`src/inc/ctdor_params.svh`:
```
`ifndef CTDOR_PARAMS_SVH
`define CTDOR_PARAMS_SVH

// byte addresses
`define CTDOR_OFS_OUT_CTRL_ONE 32'hf1000320
`define CTDOR_OFS_OUT_CTRL_TWO 32'hf1000324
`define CTDOR_OFS_OUT_CTRL_THREE 32'hf1000328
`define CTDOR_OFS_OUT_CTRL_FOUR 32'hf100032c
`define CTDOR_OFS_FINE_TRIG_DELAY 32'hf1000400
`define CTDOR_OFS_TRIG_CONTROL 32'hf1000410
`define CTDOR_OFS_EXPOSURE_OUT_DELAY 32'hf1000414

// field positions as lsb-0 indices of the msb-0 numbered word
`define CTDOR_POS_PRESENT 31
`define CTDOR_POS_MOD_CAPABLE 30
`define CTDOR_POS_INVERT 24
`define CTDOR_POS_MODE_LO 16
`define CTDOR_POS_MODE_HI 20
`define CTDOR_POS_PIN_LEVEL 0
`define CTDOR_POS_DELAY_ON 25
`define CTDOR_POS_DELAY_LO 0
`define CTDOR_POS_DELAY_HI 20
`define CTDOR_POS_EXP_DELAY_HI 19
`define CTDOR_POS_EDGE_ON 0
`define CTDOR_POS_LEVEL_MODE 1

// output mode codes
`define CTDOR_MODE_OFF 5'h00
`define CTDOR_MODE_SW_LEVEL 5'h01
`define CTDOR_MODE_EXPOSURE 5'h02
`define CTDOR_MODE_READOUT 5'h06
`define CTDOR_MODE_BUSY 5'h07
`define CTDOR_MODE_INPUT 5'h08
`define CTDOR_MODE_PULSE_MOD 5'h09
`define CTDOR_MODE_ACCEPT_READY 5'h0a

// reset values
`define CTDOR_RST_MODE_ONE 5'h02
`define CTDOR_RST_MODE_TWO 5'h07
`define CTDOR_RST_MODE_OTHER 5'h00
`define CTDOR_MOD_CAPABLE_MASK 4'hf

// time base
`define CTDOR_CLK_PERIOD_NS 100
`define CTDOR_US_NS 1000
`define CTDOR_US_CYCLES (`CTDOR_US_NS / `CTDOR_CLK_PERIOD_NS)

`endif

```
`src/inc/ctdor_pkg.sv`:
```
`default_nettype none
package ctdor_pkg;

    typedef struct packed {
        logic [31:0] addr;
        logic [31:0] wdata;
        logic wr;
        logic rd;
    } ctdor_bus_req_type;

    typedef struct packed {
        logic exposure;
        logic readout;
        logic transmit;
        logic accept;
    } ctdor_cam_status_type;

    typedef enum logic [1:0] {
        TRIG_IDLE = 2'b01,
        TRIG_WAIT = 2'b10
    } ctdor_trig_state_type;

    typedef struct packed {
        logic trig_sync1;
        logic trig_sync2;
        logic trig_prev;
        logic [1:0] in_sync1;
        logic [1:0] in_sync2;
        logic [3:0][4:0] out_mode;
        logic [3:0] out_inv;
        logic [3:0] sw_level;
        logic [3:0] pins;
        logic delay_on;
        logic [20:0] delay_us;
        logic edge_on;
        logic level_mode;
        logic [19:0] exp_delay_us;
        ctdor_trig_state_type trig_state;
        logic [3:0] trig_sub;
        logic [20:0] trig_cnt;
        logic start;
        logic exp_prev;
        logic exp_wait;
        logic [3:0] exp_sub;
        logic [19:0] exp_cnt;
        logic exp_out;
        logic readout;
        logic busy;
        logic ready;
        logic [31:0] rdata;
    } ctdor_state_type;

endpackage : ctdor_pkg
`default_nettype wire

```
`src/hdl/ctdor_top.sv`:
```
`timescale 1ns/100ps
`default_nettype none
`include "ctdor_params.svh"

// Notes on behaviour
// - fine delay register reads a fixed present flag in its top bit
// - turning the delay on also turns external edge triggering on
// - integration starts the programmed microseconds after a trigger edge, 21-bit count
// - the delay acts only under the external edge trigger scheme
// - any internal signal can be routed to any output by register, except the input pins, which reach outputs one and two only
// - exposure signal routed out, its leading edge delayable up to 1.05 s
// - readout signal shows sensor readout and follows exposure
// - busy while exposing, reading out or transmitting
// - accept-ready shows a new edge trigger is accepted; zero in level mode
// - four output control registers, mode field at bits 11 to 15
// - invert bit flips the routed signal on the pin
// - pin level bit reads pin state; a write sets the level driven in soft level mode
// - pin level read-back is the real pin whatever the mode
// - bit 1 of each output control register shows modulation capability
// - mode codes: off, soft level, exposure, readout, busy, input, modulation, ready
module ctdor_top
(
    input wire logic CLK_SYS_I,
    input wire logic RST_B_I,
    input wire ctdor_pkg::ctdor_bus_req_type BUS_I,
    output logic [31:0] RDATA_O,
    input wire ctdor_pkg::ctdor_cam_status_type CAM_STATUS_I,
    input wire logic TRIG_PIN_I,
    input wire logic [1:0] INPUT_PIN_I,
    input wire logic [3:0] PULSE_MODULATED_OUT_I,
    output logic [3:0] OUT_PIN_O,
    output logic INTEGRATION_START_O,
    output logic EDGE_TRIGGER_ON_O
);
    import ctdor_pkg::*;

    ctdor_state_type state;
    ctdor_state_type next_state;

    // microsecond prescaler step
    function automatic logic [3:0] sub_step(input logic [3:0] sub);
        if (sub == 4'((`CTDOR_US_CYCLES) - 1))
        begin
            sub_step = 4'h0;
        end
        else
        begin
            sub_step = sub + 4'h1;
        end
    endfunction : sub_step

    function automatic logic sub_wrap(input logic [3:0] sub);
        sub_wrap = (sub == 4'((`CTDOR_US_CYCLES) - 1));
    endfunction : sub_wrap

    // index of an output control register, or 3'h4 if none
    function automatic logic [2:0] out_index(input logic [31:0] addr);
        case (addr)
            `CTDOR_OFS_OUT_CTRL_ONE: out_index = 3'h0;
            `CTDOR_OFS_OUT_CTRL_TWO: out_index = 3'h1;
            `CTDOR_OFS_OUT_CTRL_THREE: out_index = 3'h2;
            `CTDOR_OFS_OUT_CTRL_FOUR: out_index = 3'h3;
            default: out_index = 3'h4;
        endcase
    endfunction : out_index

    // routed source for one pin
    function automatic logic route_src(
        input logic [4:0] mode,
        input logic sw_level,
        input logic exp_out,
        input logic readout,
        input logic busy,
        input logic in_pin,
        input logic pulse,
        input logic ready
    );
        case (mode)
            `CTDOR_MODE_SW_LEVEL: route_src = sw_level;
            `CTDOR_MODE_EXPOSURE: route_src = exp_out;
            `CTDOR_MODE_READOUT: route_src = readout;
            `CTDOR_MODE_BUSY: route_src = busy;
            `CTDOR_MODE_INPUT: route_src = in_pin;
            `CTDOR_MODE_PULSE_MOD: route_src = pulse;
            `CTDOR_MODE_ACCEPT_READY: route_src = ready;
            default: route_src = 1'b0;
        endcase
    endfunction : route_src

    logic [2:0] wr_idx;
    logic [2:0] rd_idx;
    logic trig_edge;
    logic [3:0] in_pin;
    logic [31:0] rd_word;
    logic [3:0] cap_mask;

    always_comb
    begin
        next_state = state;
        wr_idx = out_index(BUS_I.addr);
        rd_idx = wr_idx;
        in_pin = {2'b00, state.in_sync2};
        rd_word = 32'h0000_0000;
        cap_mask = `CTDOR_MOD_CAPABLE_MASK;

        // pin synchronisers
        next_state.trig_sync1 = TRIG_PIN_I;
        next_state.trig_sync2 = state.trig_sync1;
        next_state.trig_prev = state.trig_sync2;
        next_state.in_sync1 = INPUT_PIN_I;
        next_state.in_sync2 = state.in_sync1;
        trig_edge = state.trig_sync2 & ~state.trig_prev;

        // register writes
        if (BUS_I.wr)
        begin
            if (wr_idx != 3'h4)
            begin
                next_state.out_mode[wr_idx[1:0]] =
                    BUS_I.wdata[`CTDOR_POS_MODE_HI:`CTDOR_POS_MODE_LO];
                next_state.out_inv[wr_idx[1:0]] = BUS_I.wdata[`CTDOR_POS_INVERT];
                next_state.sw_level[wr_idx[1:0]] = BUS_I.wdata[`CTDOR_POS_PIN_LEVEL];
            end
            else if (BUS_I.addr == `CTDOR_OFS_FINE_TRIG_DELAY)
            begin
                next_state.delay_on = BUS_I.wdata[`CTDOR_POS_DELAY_ON];
                next_state.delay_us = BUS_I.wdata[`CTDOR_POS_DELAY_HI:`CTDOR_POS_DELAY_LO];
                if (BUS_I.wdata[`CTDOR_POS_DELAY_ON])
                begin
                    next_state.edge_on = 1'b1;
                    next_state.level_mode = 1'b0;
                end
            end
            else if (BUS_I.addr == `CTDOR_OFS_TRIG_CONTROL)
            begin
                next_state.edge_on = BUS_I.wdata[`CTDOR_POS_EDGE_ON];
                next_state.level_mode = BUS_I.wdata[`CTDOR_POS_LEVEL_MODE];
                if (!BUS_I.wdata[`CTDOR_POS_EDGE_ON])
                begin
                    next_state.delay_on = 1'b0;
                end
            end
            else if (BUS_I.addr == `CTDOR_OFS_EXPOSURE_OUT_DELAY)
            begin
                next_state.exp_delay_us = BUS_I.wdata[`CTDOR_POS_EXP_DELAY_HI:0];
            end
        end

        // register reads, data one cycle later
        if (rd_idx != 3'h4)
        begin
            rd_word[`CTDOR_POS_PRESENT] = 1'b1;
            rd_word[`CTDOR_POS_MOD_CAPABLE] = cap_mask[rd_idx[1:0]];
            rd_word[`CTDOR_POS_INVERT] = state.out_inv[rd_idx[1:0]];
            rd_word[`CTDOR_POS_MODE_HI:`CTDOR_POS_MODE_LO] = state.out_mode[rd_idx[1:0]];
            rd_word[`CTDOR_POS_PIN_LEVEL] = state.pins[rd_idx[1:0]];
        end
        else if (BUS_I.addr == `CTDOR_OFS_FINE_TRIG_DELAY)
        begin
            rd_word[`CTDOR_POS_PRESENT] = 1'b1;
            rd_word[`CTDOR_POS_DELAY_ON] = state.delay_on;
            rd_word[`CTDOR_POS_DELAY_HI:`CTDOR_POS_DELAY_LO] = state.delay_us;
        end
        else if (BUS_I.addr == `CTDOR_OFS_TRIG_CONTROL)
        begin
            rd_word[`CTDOR_POS_EDGE_ON] = state.edge_on;
            rd_word[`CTDOR_POS_LEVEL_MODE] = state.level_mode;
        end
        else if (BUS_I.addr == `CTDOR_OFS_EXPOSURE_OUT_DELAY)
        begin
            rd_word[`CTDOR_POS_EXP_DELAY_HI:0] = state.exp_delay_us;
        end
        // read data returns to zero after one cycle
        next_state.rdata = BUS_I.rd ? rd_word : 32'h0000_0000;

        // trigger to integration start
        next_state.start = 1'b0;
        case (state.trig_state)
            TRIG_IDLE:
            begin
                if (trig_edge && state.edge_on)
                begin
                    if (state.delay_on && (state.delay_us != 21'h000000))
                    begin
                        next_state.trig_state = TRIG_WAIT;
                        next_state.trig_cnt = state.delay_us;
                        next_state.trig_sub = 4'h0;
                    end
                    else
                    begin
                        next_state.start = 1'b1;
                    end
                end
            end
            TRIG_WAIT:
            begin
                // further edges are ignored until the start
                next_state.trig_sub = sub_step(state.trig_sub);
                if (sub_wrap(state.trig_sub))
                begin
                    next_state.trig_cnt = state.trig_cnt - 21'h000001;
                    if (state.trig_cnt == 21'h000001)
                    begin
                        next_state.start = 1'b1;
                        next_state.trig_state = TRIG_IDLE;
                    end
                end
                // leaving the edge scheme also drops a start due now
                if (!state.edge_on)
                begin
                    next_state.start = 1'b0;
                    next_state.trig_state = TRIG_IDLE;
                end
            end
            default:
            begin
                next_state.trig_state = TRIG_IDLE;
            end
        endcase

        // exposure leading edge delay
        // the trailing edge is never delayed
        next_state.exp_prev = CAM_STATUS_I.exposure;
        if (!CAM_STATUS_I.exposure)
        begin
            next_state.exp_out = 1'b0;
            next_state.exp_wait = 1'b0;
        end
        else if (!state.exp_prev)
        begin
            if (state.exp_delay_us == 20'h00000)
            begin
                next_state.exp_out = 1'b1;
            end
            else
            begin
                next_state.exp_wait = 1'b1;
                next_state.exp_cnt = state.exp_delay_us;
                next_state.exp_sub = 4'h0;
            end
        end
        else if (state.exp_wait)
        begin
            next_state.exp_sub = sub_step(state.exp_sub);
            if (sub_wrap(state.exp_sub))
            begin
                next_state.exp_cnt = state.exp_cnt - 20'h00001;
                if (state.exp_cnt == 20'h00001)
                begin
                    next_state.exp_wait = 1'b0;
                    next_state.exp_out = 1'b1;
                end
            end
        end

        // camera status signals
        next_state.readout = CAM_STATUS_I.readout;
        next_state.busy = CAM_STATUS_I.exposure | CAM_STATUS_I.readout
            | CAM_STATUS_I.transmit;
        // accept-ready only while no delayed start is pending
        next_state.ready = state.edge_on & ~state.level_mode & CAM_STATUS_I.accept
            & (state.trig_state == TRIG_IDLE);

        // output routing
        for (int i = 0; i < 4; i++)
        begin
            next_state.pins[i] = route_src(state.out_mode[i], state.sw_level[i],
                state.exp_out, state.readout, state.busy, in_pin[i],
                PULSE_MODULATED_OUT_I[i], state.ready) ^ state.out_inv[i];
        end
    end

    always_ff @(posedge CLK_SYS_I or negedge RST_B_I)
    begin
        if (!RST_B_I)
        begin
            state <= '0;
            state.trig_state <= TRIG_IDLE;
            // outputs one and two default to exposure and busy
            state.out_mode[0] <= `CTDOR_RST_MODE_ONE;
            state.out_mode[1] <= `CTDOR_RST_MODE_TWO;
            state.out_mode[2] <= `CTDOR_RST_MODE_OTHER;
            state.out_mode[3] <= `CTDOR_RST_MODE_OTHER;
        end
        else
        begin
            state <= next_state;
        end
    end

    assign RDATA_O = state.rdata;
    assign OUT_PIN_O = state.pins;
    assign INTEGRATION_START_O = state.start;
    assign EDGE_TRIGGER_ON_O = state.edge_on;

endmodule : ctdor_top
`default_nettype wire

```
`config.mk`:
```
export PLATFORM = sky130hd
export DESIGN_NAME = ctdor_top
export DESIGN_NICKNAME = d
export VERILOG_FILES = /design/src/inc/ctdor_pkg.sv /design/src/hdl/ctdor_top.sv
export VERILOG_INCLUDE_DIRS = /design/src /design/src/inc
export SDC_FILE = /design/constraint.sdc
export NUM_CORES = 1
export LEC_CHECK = 0
export BUFFER_PORTS_ARGS = -buffer_cell sky130_fd_sc_hd__buf_2
export CAP_MARGIN = 40
export CORE_MARGIN = 3
export CORE_UTILIZATION = 29
export CTS_CLUSTER_DIAMETER = 60
export DETAILED_ROUTE_END_ITERATION = 10
export GPL_TIMING_DRIVEN = 0
export PLACE_DENSITY = 0.43
export SLEW_MARGIN = 20
export SYNTH_ARGS = -nofsm -noshare
export SYNTH_HDL_FRONTEND = slang
export SYNTH_SLANG_ARGS = --single-unit
```
`constraint.sdc`:
```
create_clock -name CLK_SYS_I -period 3.5 [get_ports CLK_SYS_I]
set_input_delay 0 -clock CLK_SYS_I [delete_from_list [all_inputs] [get_ports CLK_SYS_I]]
set_output_delay 0 -clock CLK_SYS_I [all_outputs]
set_load 0.05 [all_outputs]
```
# Word-level counts from Yosys, hierarchy flattened
# Cells that the tools add are included.
# totals
regBits	173
elab_cells	188
# classes
n_mux	64
eq_ne	55
addsub	4
magnitude_cmp	2
bitwise_logic	15
n_reduce_logical	18
# ops
cell	count
$eq A32 B32 Y1 const B	7
$mux W26	2
$pmux W26 S2	1
$eq A5 B4 Y1 const B	10
$eq A5 B3 Y1 const B	8
$mux W20	2
$mux W32	1
$mux W28	1
$mux W27	1
$mux W25	1
$mux W1	24
$reduce_and A4 Y1	6
$mux W22	1
$eq A21 B1 Y1 const B	1
$mux W21	1
$reduce_bool A21 Y1	1
$sub A21 B1 Y21 const B	1
$bwmux W20	1
$eq A20 B1 Y1 const B	1
$eq A5 B1 Y1 const B	4
$eq A5 B2 Y1 const B	4
$logic_not A20 Y1	1
$sub A20 B1 Y20 const B	1
$mux W18	1
other kinds (33)	76

# Longest topological paths before layout
# Gate-level depths: netlist of the first run.
# depth
word_depth	7
ltp_mapped	11
depth_no_buf	8

# Worst setup path after synthesis of the first run
# OpenSTA, ideal clock, no wires.
# synth_timing
path_type	reg2reg
from	register state[77] (netlist name)
to	register state[89] (netlist name)
t_arrival_ns	2.089
synth_period_minus_slack_ns	2.216
setup_ns	0.127
setup_slack_ns	1.284
required_ns	3.373
path_stages_with_launch	7
n_path_buf	0
cell_sequence	dfrtp_1 -> or4_1 -> nor3_1 -> nand2b_1 -> or4_1 -> a31oi_1 -> o21ai_0
# synth_via
elab_chain_cells	3
# synth_rtl
item	line_no	text
from (decl)	ctdor_top.sv:37	ctdor_state_type state;
from (signal assigned)	ctdor_top.sv:287	state <= next_state;
$eq A21 B1 Y1	ctdor_top.sv:202	if (state.trig_cnt == 21'h000001)
$ne A3 B3 Y1 (no line)	n/a	
$reduce_and A4 Y1 (no line)	n/a	
# Every way passes these cells.
# A chain may end at the register's enable or synchronous reset.

# Worst setup path in the final report of the first run
# layout_timing
from	input BUS_I[61] (netlist name)
to	register state[141] (netlist name)
# layout_via
elab_chain_cells	7
# layout_rtl
item	line_no	text
from (decl)	ctdor_top.sv:25	input wire ctdor_pkg::ctdor_bus_req_type BUS_I,
$eq A32 B32 Y1	ctdor_top.sv:58	case (addr)
$pmux W3 S4 (*)	ctdor_top.sv:58	
$lt A2 B3 Y1 or $ge A2 B1 Y1 (tied branches)	ctdor_top.sv:122	next_state.sw_level[wr_idx[1:0]] = BUS_I.wdata[`CTDOR_POS_PIN_LEVEL];
$logic_and A1 B1 Y1	ctdor_top.sv:122	
$mux W1	ctdor_top.sv:122	
$demux W1 S2	ctdor_top.sv:122	
$bwmux W4	ctdor_top.sv:122	
# Every way passes the cells marked *; elsewhere a longest branch is shown, timed or not.

==> run metrics, run 1 <==
final net count 1072; Post-CTS Setup Bufs 0; area leader, netlist dfrtp_1; All-Layer GR Usage about 17%; unrepaired setup endpoints after global routing false; final setup violation count 0; ys async rst share between 90% and 100%; worst r2r src state[98]; share of cells above drive strength 1 about a quarter; Residual DRC 0; Crit-path slowest cell nor2_1; PD cells approximately 380 mW/mm^2; Worst-path clk slew 0.06 ns; Unique masters post-synth 67; area of the mapped netlist between 0.008 and 0.009 mm^2; Post-synth EDFFs 0; Synth top cells by count dfrtp_1, o21ai_0, nor2_1; Critical Path Max Stage Delay between 0.6 and 0.7 ns; CTS buffer count 17; Slew HR 44.9%; worst min-delay path class input port to register; Via density about 5.0; PortBufs 99; Setup crit end kind register; setup_tns 0 ns; Net Sw Power about 0.92 mW; Worst-Margin Slew just over 0.8 ns; largest net degree at the start of global routing between 90 and 100; period utilization approximately 91%; Clock power frac a little under half; Crit Path Class input port to register; H-tree Lvls 4; register area share after synthesis ~49%; dpl ws 0.454 ns; FILL cells 2938; dominant synthesized flop cell dfrtp_1; final wirelength 26.0 mm; CP most frequent cell dlygate4sd3_1; final setup margin approximately 0.30 ns; average cell area after synthesis 10.4 um^2; max_cap viols 0; count leader, synth dfrtp_1; Die W roughly 180 um; Post-Syn Instances 819; Setup crit start BUS_I[61]; clock latency on the worst-skew pair ~0.43 ns; I/O pin count approximately 120; Data arrival, critical path between 3 and 4 ns; Sink Count approximately 170; row count 62; crit-path cells dlygate4sd3_1, buf_2, or4_4, dlygate4sd3_1, nor4_4, nand2_1, nor2_1, mux2_2; top cell type's share of synthesized area 47.2%; routability congestion estimate between 0.8 and 0.9; Leak approximately 4.9 nW; Peak VDD IR 0.308 mV; Reg power frac a little under 50%; clk buf depth 2; drt first pass iters 5; Max Freq 312 MHz; grt total ovfl 0; core area roughly 0.029 mm^2; Routed Antenna Nets 0; antenna diode count 0; initial antenna violation count 1; CTS Root Cell clkbuf_16; met2 wire len around 12 mm; Power Internal 3.06 mW; nature of the critical path startpoint input port; Sw Ratio a little under a quarter; endpoints failing hold 0; initial DRC count between 500 and 600; Worst EP required approximately 3.8 ns; fin crit period 3.20 ns; synthesized flop and latch total roughly 170; wire per inst around 19 um; Chip Height approximately 180 um; DIE AREA between 0.03 and 0.04 mm^2; Worst Skew 0.0133 ns; worst-path fanout max 8; Slew Limit Fails 0; Worst Hold Launch BUS_I[38]; area grow syn2layout 23.3%; highest metal used met5; vias in the first global route roughly 6900; first-pass GRT wire length ~41 mm; CTS tree yes; met3 wire length between 800 and 900 um; YS warnings 0; hpwl dp between 15 and 20 mm; synth top area cells dfrtp_1, mux2_2, o21ai_0; Initial Util between 20 and 30%; M1 WL 12.3 mm; status completed; Combinational Power Share about 5%; via count around 6900
[through the flow]
step                      instance area (um^2)  cells  hold slack (ns)  utilization, %  power, mW
after floorplan                           8570    825           -0.296               -       2.02
after global placement                    9540   1308            0.108            33.1       2.13
after detailed placement                  9580   1309           0.0203            33.2       2.14
after CTS                                10500   1380           0.0184            36.5       4.06
after global routing                     10500   1380           0.0405            36.5       4.14
final                                    10500   1380           0.0544            36.5       3.98
[power by group through the flow]
stage / clock network, mW / logic (mW) / registers [mW]
finish: 1.86 / 0.199 / 1.93
global route: 1.99 / 0.222 / 1.93
detailed placement: 0 / 0.173 / 1.97
global placement: 0 / 0.167 / 1.97
CTS: 1.92 / 0.205 / 1.93
floorplan: 0 / 0.0567 / 1.96
[sequential cells by signal, summed over array words and instances, names as in the netlist]
name	flops
INTEGRATION_START_O	1
OUT_PIN_O	4
EDGE_TRIGGER_ON_O	1
state	129
in_pin	2
RDATA_O	25
next_state	4
[layout make-up]
type | instances | area, um^2 | share of cell area, %
sequential | 166 | 4160 | 39.5
multi-input combinational | 563 | 3890 | 36.9
timing repair buffer | 139 | 923 | 8.76
clock buffer | 25 | 495 | 4.70
tap | 384 | 480 | 4.56
buffer | 74 | 433 | 4.11
inverter | 22 | 82.6 | 0.784
clock inverter | 7 | 71.3 | 0.677
[worst max-delay path, delay by kind of cell]
family                 cells  cell delay [ns]
buffers and inverters      3             1.27
multiplexers               1             0.41
AND/OR/NAND/NOR            4             1.83
[repair_timing]
action,4_1_cts,5_1_grt
gates resized for setup,0,0
endpoints found under the hold margin,157,0
hold buffers,39,0
[path summary, 6_finish.rpt]
check	slack [ns]	end	cells past startpoint
max	0.30	state[141]	8
min	0.05	state[127]	3
max reg2reg	0.47	state[52]	7
min reg2reg	0.35	in_pin[1]	0
max in group asynchronous	2.47	state[151]	3
min in group asynchronous	0.11	state[86]	2
[routing by layer]
layer / vias to the layer above / track usage [%]
li1: 3311 / -
met1: 3447 / 23.9
met2: 159 / 27.4
met3: 25 / 2.76
met4: 2 / 4.48
met5: - / 0
[cell families (layout without fill, tap and decap cells)]
group,Yosys count,count (layout),share of synthesized area (%)
compound gates,216,216,16.2
simple gates,243,243,14.7
xor+xnor,7,7,0.718
buf+inv,96,267,6.03
fa+ha+maj,10,10,1.46
other cells,1,7,0.0439
mux,80,80,12.1
flops,166,166,48.7
[layout by cell type (no fill, tap or decap), types with 7 or more instances in the layout]
cell type	n
nand2b_1	13
dlygate4sd3_1	39
o31ai_1	11
clkbuf_1	35
ha_1	10
nor2b_1	11
a31oi_1	12
nand3_1	11
dfrtp_1	161
a221oi_1	7
or3_1	8
nor4_1	25
nor3_1	22
and2_1	7
buf_4	36
buf_2	102
nand2_1	48
mux2_4	20
clkbuf_16	17
a22oi_1	34
a21oi_1	36
o21ai_0	75
inv_1	22
nor2_1	66
mux2_2	49
conb_1	7
(Power assumes the default switching activity.)
==> inputs of run 2 (changes only) <==
--- a/config.mk
+++ b/config.mk
@@ -9,11 +9,11 @@
 export BUFFER_PORTS_ARGS = -buffer_cell sky130_fd_sc_hd__buf_2
 export CAP_MARGIN = 40
 export CORE_MARGIN = 3
-export CORE_UTILIZATION = 29
+export CORE_UTILIZATION = 55
 export CTS_CLUSTER_DIAMETER = 60
 export DETAILED_ROUTE_END_ITERATION = 10
 export GPL_TIMING_DRIVEN = 0
-export PLACE_DENSITY = 0.43
+export PLACE_DENSITY = 0.74
 export SLEW_MARGIN = 20
 export SYNTH_ARGS = -nofsm -noshare
 export SYNTH_HDL_FRONTEND = slang
==> run metrics, run 2 (same netlist as run 1, synthesis figures left out) <==
status completed; worst min-delay path class input port to register; Buf/Inv on CP 4 (+1); dpl ws 0.709 ns (+0.255 ns); worst r2r src state[85]; initial DRC count 750 (+40%); R2R Path End state[79]; Peak VDD IR 0.370 mV (+20%); core area 0.0149 mm^2 (-48%); fin crit period 2.84 ns (-0.361 ns); Critical Path Max Stage Delay 0.41 ns (-0.26 ns); Residual DRC 0 (unchanged); CTS buffer count 17 (unchanged); max_cap viols 0 (unchanged); crit-path cells inv_1, ha_1, and3b_1, clkbuf_1, nand2b_1, clkbuf_1, o21ai_0, or2_2, clkbuf_1, o21ai_0; most frequent cells in the layout dfrtp_1, buf_2, o21ai_0, nor2_1, mux2_2; Worst Hold Depth 5 (+2); Final Hold Slack 0.00191 ns (-0.0525 ns); Initial Util 57.5% (+28 points); hpwl dp 15.6 mm (-16%); area grow syn2layout 19.9%; Hold Path Sink RDATA_O[1]; Die W 131 um (-26%); initial antenna violation count 0 (-1); clk buf depth 2 (unchanged); CP most frequent cell clkbuf_1; antenna diode count 0 (unchanged); final setup margin 0.660 ns (+0.361 ns); Worst-Margin Slew 0.822 ns (+0.00283 ns); final wirelength 22.6 mm (-13%); Chip Height 131 um (-26%); # resized after CTS 0 (unchanged); row count 44 (-29%); Worst-path clk slew 0.07 ns (about the same); FILL cells 1145 (-61%); wire per inst 19.3 um (+2.0%); commonest non-fill, non-tap cell in the layout dfrtp_1; worst r2r path cells 10 (+3); Worst Skew 0.00601 ns (-0.00728 ns); Top reg by flops state; Routed Antenna Nets 0 (unchanged); CTS Root Cell clkbuf_16; final net count 1067 (-0.47%); Crit-path slowest cell dfrtp_1; Worst Hold Launch BUS_I[59]; Final Total Pwr 3.98 mW (-0.12%); period utilization 81.1% (-10 points); Via density 6.07 (+21%); final setup violation count 0 (unchanged); first-pass GRT wire length 36.1 mm (-13%); Worst EP required 3.84 ns (+0.03 ns); vias in the first global route 7029 (+1.4%); Crit Path Class register to register; drt first pass iters 6 (+1); Max Freq 352 MHz (+13%); I/O pin count 117 (unchanged); Layout Utilization 68.9% (+32 points); Data arrival, critical path 3.18 ns (-0.33 ns); grt total ovfl 0 (unchanged); Sink Count 166 (unchanged); unrepaired setup endpoints after global routing false; nature of the critical path startpoint register; endpoints failing hold 0 (unchanged); CTS tree yes; max reg flops 129 (unchanged); clock latency on the worst-skew pair 0.43 ns (about the same); largest net degree at the start of global routing 96 (+2.1%); All-Layer GR Usage 27.3% (+10 points); share of cells above drive strength 1 26.5% (+0.46 points); PD cells 388 mW/mm^2 (+2.7%); placed inst area 0.00933 mm^2 (-2.6%); Slew HR 44.7% (-0.19 points); Slew Limit Fails 0 (unchanged); Leak 4.85 nW (-0.12%); Reg2Reg Setup Slack 0.66 ns (+0.19 ns); delay-heaviest family, CP buffers and inverters; H-tree Lvls 4 (unchanged); Setup crit end kind register; worst-path fanout max 10 (+2); PortBufs 99 (unchanged); DIE AREA 0.0171 mm^2 (-46%); final instance area 0.0102 mm^2 (-2.7%); routability congestion estimate 0.961 (+11%); via count 7125 (+2.6%)
run 2: changes by cell type in the layout (fill, tap and decap cells not counted), sizes merged:
cell	before	now
clkinvlp	3	4
dlygate4sd3	39	33
clkinv	2	4
clkbuf	56	52
bufinv	1	2
run 2: metrics by stage:
| stage | std cells | TNS, ns |
|---|---|---|
| 6_report | 1174 | 0 |
| 5_1_grt | 1174 | 0 |
| 4_1_cts | 1172 | 0 |
| 3_5_place_dp | 1109 | 0 |
| 3_3_place_gp | 1108 | -11.21 |
| 2_1_floorplan | 825 | 0 |
run 2: how the worst max path moves through the flow:
stage / depth (start not counted) / slack [ns] / to / startpoint
6_report: 10 / 0.66 / state[79] / state[85]
5_1_grt: 7 / 0.39 / state[51] / state[98]
4_1_cts: 10 / 0.70 / state[74] / state[85]
3_5_place_dp: 10 / 0.71 / state[69] / state[85]
3_3_place_gp: 1 / -0.08 / state[57] / RST_B_I
2_1_floorplan: 6 / 1.28 / state[89] / state[77]
run 2: worst min-delay path, delay by kind of cell:
family	cells	cell delay, ns
simple gates	4	0.32
buf+inv	1	0.07
run 2: routing by layer:
layer / vias up / GRT usage [%] / wire, um
li1: 3303 / - / -
met1: 3484 / 36.1 / 9750
met2: 280 / 44.1 / 10900
met3: 58 / 6.63 / 1290
met4: 0 / 9.92 / 677
met5: - / 0 / 0
run 2: cell type report:
cell class | instances | area, um^2 | share of cell area, %
tap | 184 | 230 | 2.25
sequential | 166 | 4160 | 40.6
multi-input combinational | 563 | 3890 | 38.0
inverter | 22 | 82.6 | 0.806
buffer | 74 | 433 | 4.22
clock inverter | 11 | 126 | 1.23
timing repair buffer | 134 | 868 | 8.47
clock buffer | 20 | 457 | 4.46
run 2: report_power, final:
part / switching, mW / internal [mW]
Clock: 0.772 / 1.09
Sequential: 0.00456 / 1.93
Combinational: 0.117 / 0.0756
Total: 0.893 / 3.09
run 2: repair_timing:
item | CTS | global route
buffers inserted | 0 | 0
endpoints found under the hold margin | 153 | 1
hold buffers | 32 | 1
